$ cat config.mk
export PLATFORM = sky130hd
export DESIGN_NAME = sram_host
export DESIGN_NICKNAME = d
export VERILOG_FILES = /design/src/core/sram_host.v /design/src/core/pin_sync3.v
export VERILOG_INCLUDE_DIRS = /design/src /design/src/core
export SDC_FILE = /design/constraint.sdc
export NUM_CORES = 1
export LEC_CHECK = 0
export BUFFER_PORTS_ARGS = -buffer_cell sky130_fd_sc_hd__buf_2
export CAP_MARGIN = 20
export CORE_ASPECT_RATIO = 1.75
export CORE_UTILIZATION = 59
export DETAILED_ROUTE_END_ITERATION = 8
export PLACE_DENSITY_LB_ADDON = 0.25
export SLEW_MARGIN = 10
export SYNTH_ARGS = -nofsm -noshare
export SYNTH_HDL_FRONTEND = slang
export SYNTH_SLANG_ARGS = --single-unit
$ cat constraint.sdc
create_clock -name clk_sys -period 6.3 [get_ports clk_sys]
set_clock_uncertainty 0.1 [all_clocks]
set_input_delay 1.26 -clock clk_sys [delete_from_list [all_inputs] [get_ports clk_sys]]
set_output_delay 1.26 -clock clk_sys [all_outputs]
set_load 0.05 [all_outputs]
$ cat src/core/sram_host_defines.vh
// constants for the host controller of a 1M x 16 asynchronous static memory
// assumes a 100 MHz system clock; included by every core file
//
// Function
// [RULE1] memory is one mebiword of 16 bits, data split in two bytes
// [RULE2] device is selected only with select_a_n low and select_b high
// [RULE3] deselected device floats data and ignores gate, strobe and lanes
// [RULE4] read with only low lane drives low byte, high byte floats
// [RULE5] read with only upper lane drives high byte; both lanes drive both
// [RULE6] write with only low lane stores low byte, pins not driven
// [RULE7] write stores upper, or both, bytes; output gate ignored meanwhile
// [RULE8] data floats when gate high or that byte lane is off
// [RULE9] internal write lasts exactly the overlap of select, strobe, lane
// [RULE10] any of select, strobe or lane may end a write; time data to it
// [RULE11] host keeps write strobe high through every read cycle
// [RULE12] select ending with strobe rise keeps data floating
// [RULE13] host waits 100 us after power up before the first access
// [RULE14] strobe write with gate low lasts strobe-to-float plus data setup
// [RULE15] device model is combinational and keeps contents when deselected
`ifndef SRAM_HOST_DEFINES_VH
`define SRAM_HOST_DEFINES_VH

`define ADDR_W         20
`define DATA_W         16
`define CLK_PERIOD_NS  10

// ===================================================================
// timing figures, ns unless stated
`define T_POWER_US     100
`define T_RC_NS        10
`define T_AA_NS        10
`define T_HZWE_NS      5
`define T_SD_NS        5
`define T_PWE_NS       7
`define T_HD_NS        0

// ===================================================================
// derived cycle counts: minimums round up
`define CYC_UP(ns) (((ns) + `CLK_PERIOD_NS - 1) / `CLK_PERIOD_NS)
`define POWER_CYCLES  ((`T_POWER_US * 1000) / `CLK_PERIOD_NS)
`define READ_CYCLES   (`CYC_UP(`T_AA_NS) + 1)
`define WRITE_CYCLES  (`CYC_UP(`T_HZWE_NS + `T_SD_NS) + 0)
`define HOLD_CYCLES   1

`endif

$ cat src/core/sram_host.v
// host controller driving a 1M x 16 asynchronous static memory by its pins
// assumes a single 100 MHz clock; data pins are split in/out/enable
`include "sram_host_defines.vh"

module sram_host #(
	parameter POWER_WAIT = `POWER_CYCLES
) (
	// clock and reset
	input  wire                clk_sys,
	input  wire                rstn,
	// user request
	input  wire                req_valid,
	input  wire                req_write,
	input  wire [`ADDR_W-1:0]  req_addr,
	input  wire [`DATA_W-1:0]  req_wdata,
	input  wire [1:0]          req_lanes,
	output reg                 req_ready_q,
	// user answer
	output reg                 rsp_valid_q,
	output reg  [`DATA_W-1:0]  rsp_rdata_q,
	// memory pins
	output reg  [`ADDR_W-1:0]  mem_addr_q,
	output reg                 select_a_n_q,
	output reg                 select_b_q,
	output reg                 output_gate_n_q,
	output reg                 write_strobe_n_q,
	output reg                 low_byte_lane_n_q,
	output reg                 upper_byte_lane_n_q,
	input  wire [`DATA_W-1:0]  mem_dq_i,
	output reg  [`DATA_W-1:0]  mem_dq_o_q,
	output reg  [1:0]          mem_dq_oe_q
);

localparam [4:0] S_POWER = 5'b00001;
localparam [4:0] S_IDLE  = 5'b00010;
localparam [4:0] S_READ  = 5'b00100;
localparam [4:0] S_WRITE = 5'b01000;
localparam [4:0] S_HOLD  = 5'b10000;

localparam [31:0] POWER_SPAN = POWER_WAIT - 1;
localparam [31:0] READ_SPAN  = `READ_CYCLES + 2;
localparam [31:0] WRITE_SPAN = `WRITE_CYCLES - 1;
localparam [31:0] HOLD_SPAN  = `HOLD_CYCLES - 1;
localparam [23:0] POWER_LAST = POWER_SPAN[23:0];
localparam [3:0]  READ_LAST  = READ_SPAN[3:0];
localparam [3:0]  WRITE_LAST = WRITE_SPAN[3:0];
localparam [3:0]  HOLD_LAST  = HOLD_SPAN[3:0];

reg  [4:0]         state_q;
reg  [23:0]        pwr_cnt_q;
reg  [3:0]         cnt_q;
reg  [1:0]         lanes_q;
wire [`DATA_W-1:0] rd_sync;
wire               lanes_any;
wire               take;
wire               busy;
wire               power_done;
wire               rd_done;
wire               wr_done;
wire               hold_done;
wire               end_access;

pin_sync3 u_sync (
	.clk_sys  (clk_sys),
	.rstn     (rstn),
	.pin_i    (mem_dq_i),
	.stable_q (rd_sync)
);

// ===================================================================
// keep only the lanes that were requested; the other byte reads as zero
function [`DATA_W-1:0] lane_mask;
	input [1:0] lanes;
	begin
		lane_mask = {{8{lanes[1]}}, {8{lanes[0]}}};
	end
endfunction

// ===================================================================
// decoded events; each done flag is true in the cycle that ends a phase
assign lanes_any  = |req_lanes;
assign take       = (state_q == S_IDLE) && req_valid && lanes_any;
assign busy       = (state_q & (S_READ | S_WRITE | S_HOLD)) != 5'b00000;
assign power_done = (state_q == S_POWER) && (pwr_cnt_q == POWER_LAST);
assign rd_done    = (state_q == S_READ) && (cnt_q == READ_LAST);
assign wr_done    = (state_q == S_WRITE) && (cnt_q == WRITE_LAST);
assign hold_done  = (state_q == S_HOLD) && (cnt_q == HOLD_LAST);
assign end_access = rd_done || hold_done;

// ===================================================================
// power-up wait: no access until the supply settle time has passed
always @(posedge clk_sys or negedge rstn) begin
	if (!rstn) begin
		pwr_cnt_q <= 24'h000000;
	end else if (state_q == S_POWER && !power_done) begin // see [RULE13]
		pwr_cnt_q <= pwr_cnt_q + 24'h000001;
	end
end

// ===================================================================
// access sequencer
// a write ends by its strobe and holds data one more cycle; a read
// waits for the three-stage pin filter before sampling
always @(posedge clk_sys or negedge rstn) begin
	if (!rstn) begin
		state_q <= S_POWER;
	end else begin
		case (state_q)
		S_POWER: begin
			if (power_done) begin // see [RULE13]
				state_q <= S_IDLE;
			end
		end
		S_IDLE: begin
			if (take && req_write) begin
				state_q <= S_WRITE;
			end else if (take) begin
				state_q <= S_READ;
			end
		end
		S_READ: begin
			if (rd_done) begin
				state_q <= S_IDLE;
			end
		end
		S_WRITE: begin
			if (wr_done) begin // see [RULE14]
				state_q <= S_HOLD;
			end
		end
		S_HOLD: begin
			if (hold_done) begin
				state_q <= S_IDLE;
			end
		end
		default: begin
			state_q <= S_IDLE;
		end
		endcase
	end
end

// ===================================================================
// phase counter: restarts at every take and again when the strobe ends
always @(posedge clk_sys or negedge rstn) begin
	if (!rstn) begin
		cnt_q <= 4'h0;
	end else if (take || wr_done) begin
		cnt_q <= 4'h0;
	end else if (busy && !rd_done && !hold_done) begin
		cnt_q <= cnt_q + 4'h1;
	end
end

// ===================================================================
// request handshake and read answer
always @(posedge clk_sys or negedge rstn) begin
	if (!rstn) begin
		req_ready_q <= 1'b0;
		rsp_valid_q <= 1'b0;
		rsp_rdata_q <= 16'h0000;
		lanes_q     <= 2'b00;
	end else begin
		rsp_valid_q <= rd_done;
		if (power_done || end_access) begin
			req_ready_q <= 1'b1;
		end else if (take) begin
			req_ready_q <= 1'b0;
		end
		if (take) begin
			lanes_q <= req_lanes;
		end
		if (rd_done) begin
			rsp_rdata_q <= rd_sync & lane_mask(lanes_q); // see [RULE8]
		end
	end
end

// ===================================================================
// control pins
always @(posedge clk_sys or negedge rstn) begin
	if (!rstn) begin
		mem_addr_q          <= 20'h00000;
		select_a_n_q        <= 1'b1;
		select_b_q          <= 1'b0;
		output_gate_n_q     <= 1'b1;
		write_strobe_n_q    <= 1'b1;
		low_byte_lane_n_q   <= 1'b1;
		upper_byte_lane_n_q <= 1'b1;
	end else if (take) begin
		mem_addr_q          <= req_addr;
		select_a_n_q        <= 1'b0; // see [RULE2]
		select_b_q          <= 1'b1;
		low_byte_lane_n_q   <= ~req_lanes[0];
		upper_byte_lane_n_q <= ~req_lanes[1];
		// gate stays high in a write so the device cannot drive into us
		output_gate_n_q     <= req_write; // see [RULE4] [RULE5]
		write_strobe_n_q    <= ~req_write; // see [RULE9] [RULE11]
	end else if (wr_done) begin
		// strobe alone ends the write; selects drop a cycle later
		write_strobe_n_q    <= 1'b1; // see [RULE10]
	end else if (end_access) begin
		output_gate_n_q     <= 1'b1;
		select_a_n_q        <= 1'b1; // see [RULE3]
		select_b_q          <= 1'b0;
		low_byte_lane_n_q   <= 1'b1;
		upper_byte_lane_n_q <= 1'b1;
	end
end

// ===================================================================
// write data drive: only the requested bytes are driven
always @(posedge clk_sys or negedge rstn) begin
	if (!rstn) begin
		mem_dq_o_q  <= 16'h0000;
		mem_dq_oe_q <= 2'b00;
	end else if (take && req_write) begin
		mem_dq_o_q  <= req_wdata;
		mem_dq_oe_q <= req_lanes; // see [RULE6] [RULE7]
	end else if (take || hold_done) begin
		mem_dq_oe_q <= 2'b00;
	end
end

endmodule

$ cat src/core/pin_sync3.v
// three-stage synchroniser bank for the returned data pins
// assumes input is asynchronous to clk_sys
`include "sram_host_defines.vh"

module pin_sync3 (
	// clock and reset
	input  wire                clk_sys,
	input  wire                rstn,
	// pins in, filtered value out
	input  wire [`DATA_W-1:0]  pin_i,
	output reg  [`DATA_W-1:0]  stable_q
);

reg [`DATA_W-1:0] s1_q;
reg [`DATA_W-1:0] s2_q;
reg [`DATA_W-1:0] s3_q;

// ===================================================================
// a bit changes only once stages two and three agree
always @(posedge clk_sys or negedge rstn) begin
	if (!rstn) begin
		s1_q     <= {`DATA_W{1'b0}};
		s2_q     <= {`DATA_W{1'b0}};
		s3_q     <= {`DATA_W{1'b0}};
		stable_q <= {`DATA_W{1'b0}};
	end else begin
		s1_q     <= pin_i;
		s2_q     <= s1_q;
		s3_q     <= s2_q;
		stable_q <= (s2_q & s3_q) | (stable_q & (s2_q ^ s3_q));
	end
end

endmodule

Word level (Yosys, flattened, before mapping)
Index checks and enable logic that the tools add are counted.
- bits of input ports: 58
- register bits: 161
- output and inout bits: 62
- logic and storage cells: 94
- equal/unequal tests: 13
- multiplexer cells: 24
- reductions and logical operators: 27
- bitwise gates (word level): 8
- add/sub/neg operators: 2
- operators with widths (cell ; count):
    $and A16 B16 Y16 ; 3
    $mux W5 ; 6
    $pmux W5 S5 ; 1
    $add A24 B1 Y24 const B ; 1
    $eq A24 B14 Y1 const B ; 1
    $or A16 B16 Y16 ; 1
    $xor A16 B16 Y16 ; 1
    $mux W1 ; 13
    $logic_and A1 B1 Y1 ; 10
    $ne A2 B2 Y1 const B ; 5
    $reduce_bool A2 Y1 ; 5
    $mux W4 ; 2
    $eq A5 B1 Y1 const B ; 1
    $eq A5 B2 Y1 const B ; 1
    $eq A5 B3 Y1 const B ; 1
    $eq A5 B4 Y1 const B ; 1
    $eq A5 B5 Y1 const B ; 1
    $reduce_and A5 Y1 ; 1
    $reduce_bool A5 Y1 ; 1
    $add A4 B1 Y4 const B ; 1
    $eq A4 B3 Y1 const B ; 1
    $logic_not A4 Y1 ; 1
    $logic_or A1 B1 Y1 ; 4
    $mux W2 ; 2
    other kinds (5) ; 9

Depth between registers and ports, before layout
- word-level depth: 7
- mapped depth: 9
- depth with buffers taken out: 7

Modules after synthesis
From an unflattened synthesis, not the netlist that was laid out.
- cell total of the unflattened synthesis: 493
- area total of the unflattened synthesis: 6103.4 µm²
- modules (own cells, without submodules) (module ; cells each ; seq. area each (µm²) ; instances ; area an instance (µm²)):
    sram_host ; 397 ; 2434.8 ; 1 ; 4181.5
    pin_sync3 ; 96 ; 1601.5 ; 1 ; 1921.8

Least setup slack after synthesis
No wires, ideal clock.
- path kind: in2reg
- start point: in req_lanes[1]
- end point: reg state_q[2]
- stages on the path: 3
- path buffers: 1
- arrival time: 2.135 ns
- data required time: 6.059 ns
- slack: 3.925 ns
- library setup time: 0.141 ns
- cells stage by stage: o211ai_1 clkbuf_1 o22ai_1
- longest elaborated chain between the ends: 5
- elaborated cells between the ends (all ways): 7
- classes of those cells: eq/ne: 1; mux: 2; reduce/logical: 4
- RTL lines (element ; RTL line ; RTL):
    start, declared ; sram_host.v:16 ; input wire [1:0] req_lanes,
    $reduce_or A2 Y1 (*) ; sram_host.v:81 ; assign lanes_any = |req_lanes;
    $logic_and A1 B1 Y1 (*) ; sram_host.v:82 ; assign take = (state_q == S_IDLE) && req_valid && lanes_any;
    $logic_and A1 B1 Y1 ; sram_host.v:115 ; if (take && req_write) begin
    $ne A3 B2 Y1 (no line) or $mux W5 (tied branches) ; n/a ;
    $reduce_and A5 Y1 (no line) or $pmux W5 S5 (tied branches) ; n/a ;
    end signal, assigned ; sram_host.v:116 ; state_q <= S_WRITE;
    end signal, assigned ; sram_host.v:118 ; state_q <= S_READ;
    end signal, assigned ; sram_host.v:123 ; state_q <= S_IDLE;
    end, declared ; sram_host.v:49 ; reg [4:0] state_q;
Mark *: on every way between the ends. The rest lies on a longest branch, timed or not.
A chain may end at the register's enable or synchronous reset.

Worst setup path in the final report
- start point: reg pwr_cnt_q[0]
- end point: reg pwr_cnt_q[1]
- longest elaborated chain between the ends: 4
- elaborated cells between the ends (all ways): 5
- classes of those cells: add/sub: 1; eq/ne: 1; reduce/logical: 3
- RTL lines (element ; RTL line ; RTL):
    start, declared ; sram_host.v:50 ; reg [23:0] pwr_cnt_q;
    start signal, assigned ; sram_host.v:96 ; pwr_cnt_q <= pwr_cnt_q + 24'h000001;
    parallel branches: the longest is 4 deep, another holds $add A24 B1 Y24 ; n/a ;
Several ways; the timed one is not identified.

==> results.json <==
{
  "status": "completed",
  "cp_max_fo": 15,
  "grtUsageTotal_pct": 23.5,
  "post-route-util_pct": 74.1,
  "yosysTopAreaCell": "dfrtp_1",
  "cp_data_arrival_time_ns": 2.83,
  "routed_wl_mm": 11.8,
  "p_leak_nw": 3.81,
  "slowest_stage": "nor2_1",
  "grt_max_degree": 102,
  "setup_tns_ns": 0,
  "synth_ff_type": "dfrtp_1",
  "worstSetupStartpointType": "flop",
  "syn_inst": 492,
  "die_area_sq_um": 10800,
  "portBuffers": 119,
  "fillers": 690,
  "drv_cap": 0,
  "r2r-end": "pwr_cnt_q[1]",
  "max_slew_margin_pct": 36.2,
  "cts-htree-levels": 4,
  "max_freq_mhz": 381,
  "synth-edff-count": 0,
  "clock_latency_ns": 0.42,
  "viasPerCell": 5.30,
  "drive_gt1_share_pct": 29.1,
  "r2r_cells": 6,
  "worstSetupPathType": "reg2reg",
  "final-setup-viol-count": 0,
  "ant_nets": 0,
  "syn_nets": 569,
  "ys_warn_count": 0,
  "die_h_um": 137,
  "path_cells": "ha_1 -> nor3b_1 -> nand4_1 -> nor2_1 -> nor2_1 -> mux2_2",
  "drc": 0,
  "clockBufferDepth": 2,
  "hpwl_mm": 8.07,
  "clk_pin_slew_ns": 0.06,
  "rows": 48,
  "postSynthAreaPerCell_sq_um": 12.4,
  "cp-end-kind": "flop",
  "final_cell_count_no_fill": 754,
  "maxSlewViolCount": 0,
  "grt_pass1_vias": 4031,
  "via_count": 3994,
  "internal_power_mw": 2.07,
  "post_cts_resized": 0,
  "rsz0062_at_grt": "false",
  "cts_buffers": 17,
  "period_share_pct": 41.7,
  "start_util_pct": 61.3,
  "tritoncts": "yes",
  "r2r_start": "pwr_cnt_q[0]",
  "crit_required_ns": 6.51,
  "hp-start": "u_sync.s1_q[6]",
  "synth.most_common_cell": "dfrtp_1",
  "place_congestion": 0.848,
  "grt_pass1_wl_mm": 19.0,
  "n_antenna_cell": 0,
  "clock-sinks": 161,
  "min_path_cells": 0,
  "hp-class": "reg2reg",
  "overflow": 0,
  "p_clk_share_pct": 29.0,
  "cts_setup_buffers": 0,
  "ys_ff_latch": 161,
  "synth_commonest_cells": "dfrtp_1 (155), nand2_1 (119), ha_1 (19)",
  "seqPwrFrac_pct": 40.1,
  "layout_min_cycle_time_ns": 2.63,
  "ys_seq_area_share_pct": 66.1,
  "firstDrtPassIters": 4,
  "ioPinCount": 120,
  "r2r_slack_ns": 3.67,
  "dp_cells": 721,
  "final_nets": 693,
  "p_sw_mw": 1.32,
  "cts_root_buf": "clkbuf_16",
  "antenna_found_initial": 0,
  "synthToLayoutAreaGrowth_pct": 20.9,
  "drt_iter0_drc": 220,
  "power_density_nw_per_um2": 459,
  "max_stage_delay_ns": 0.76,
  "cts_hold_buf": 0,
  "switching_share_pct": 39.1,
  "wl_per_cell_um": 15.6,
  "async_reset_ff_share_pct": 100,
  "die_w_um": 78.9,
  "hold_viol_final": 0,
  "p_comb_share_pct": 30.9,
  "peakVddDrop_mv": 0.384,
  "syn_area_sq_um": 6110,
  "max_slew.worst_pin.slew_ns": 0.953,
  "coreArea_sq_um": 9970,
  "multi_input_area_sq_um": 1970,
  "synth_top_area_share_pct": 63.5,
  "critPathLaunch": "pwr_cnt_q[0]",
  "synth_area_leaders": "dfrtp_1 (63%), nand2_1 (7.3%), ha_1 (3.9%), dfstp_2 (2.6%), xor2_1 (2.3%)",
  "ys_types": 51,
  "crit_top_cell": "nor2_1",
  "hold_end": "u_sync.s2_q[6]",
  "seqCellArea_sq_um": 4040
}
layer usage:
| metal | GRT usage (%) | vias up | routed length (um) |
|---|---|---|---|
| li1 | - | 1910 | - |
| met1 | 27.7 | 1928 | 4690 |
| met2 | 40.7 | 135 | 6350 |
| met3 | 5.60 | 21 | 457 |
| met4 | 10.0 | 0 | 292 |
| met5 | 0 | - | 0 |
critical path: cells and delay by family, from the launching register on:
family / cells / cell delay, ns
fa+ha+maj: 1 / 0.28
flops: 1 / 0.39
mux: 1 / 0.33
simple gates: 4 / 1.41
how the worst max path moves through the flow:
stage	cells past startpoint	end
floorplan	3	state_q[2]
global placement	2	pwr_cnt_q[16]
detailed placement	2	pwr_cnt_q[2]
CTS	7	rsp_rdata_q[2]
global route	6	pwr_cnt_q[1]
finish	6	pwr_cnt_q[1]
sequential cells by signal, summed over array words and instances (netlist names), 2 cells and up:
name             cells
state_q              5
mem_dq_oe_q          2
mem_addr_q          20
u_sync.s1_q         16
u_sync.s3_q         16
u_sync.s2_q         16
mem_dq_o_q          16
lanes_q              2
pwr_cnt_q           24
cnt_q                4
u_sync.stable_q     16
rsp_rdata_q         16
power groups by stage:
stage	Sequential [mW]	Clock [mW]	Combinational [mW]
2_1_floorplan	1.83	0	0.325
3_3_place_gp	1.37	0	1.02
3_5_place_dp	1.37	0	1.05
4_1_cts	1.36	1.01	1.06
5_1_grt	1.38	1.04	1.11
6_report	1.36	0.984	1.05
cells in the final DEF, fill, tap and decap left out, drive strengths merged, types with 3 or more instances in the layout:
cell	synthesis	routed
nand2	120	120
dfrtp	155	155
nand3	10	10
mux2	17	17
nor4b	7	7
clkinv	0	3
inv	6	15
o21ai	17	17
nor3	8	8
nand2b	3	3
dfstp	6	6
xor2	16	16
a21o	17	17
nand4	8	8
clkbuf	9	17
ha	19	19
nor4	5	5
buf	8	122
nor2	18	18
nor2b	3	3
xnor2	9	9
stage by stage:
| stage | cell area [sq um] | worst slack [ns] | total power, mW | hold WS (ns) |
|---|---|---|---|---|
| after detailed placement | 6800 | 3.46 | 2.43 | 0.235 |
| after floorplan | 6110 | 3.92 | 2.15 | 0.231 |
| after global placement | 6800 | 3.51 | 2.39 | 0.232 |
| final | 7380 | 3.67 | 3.39 | 0.244 |
| after global routing | 7380 | 3.43 | 3.54 | 0.246 |
| after CTS | 7370 | 3.62 | 3.42 | 0.245 |
cell families (layout without fill, tap and decap cells):
family / count (synthesis) / in the layout / share of synthesized area (%)
adders and majority gates: 19 / 19 / 3.89
DFF: 161 / 161 / 66.1
AOI/OAI and AO/OA: 51 / 51 / 5.86
and+or+nand+nor: 195 / 195 / 15.1
muxes: 18 / 18 / 3.79
buffers and inverters: 23 / 160 / 1.74
xor gates and xnor gates: 25 / 25 / 3.58
layout make-up:
class | count | area share, %
timing repair buffer | 122 | 8.56
clock buffer | 17 | 5.76
sequential | 161 | 54.7
multi-input combinational | 308 | 26.6
tap | 125 | 2.12
clock inverter | 15 | 1.97
inverter | 6 | 0.305
(Power assumes the default switching activity.)
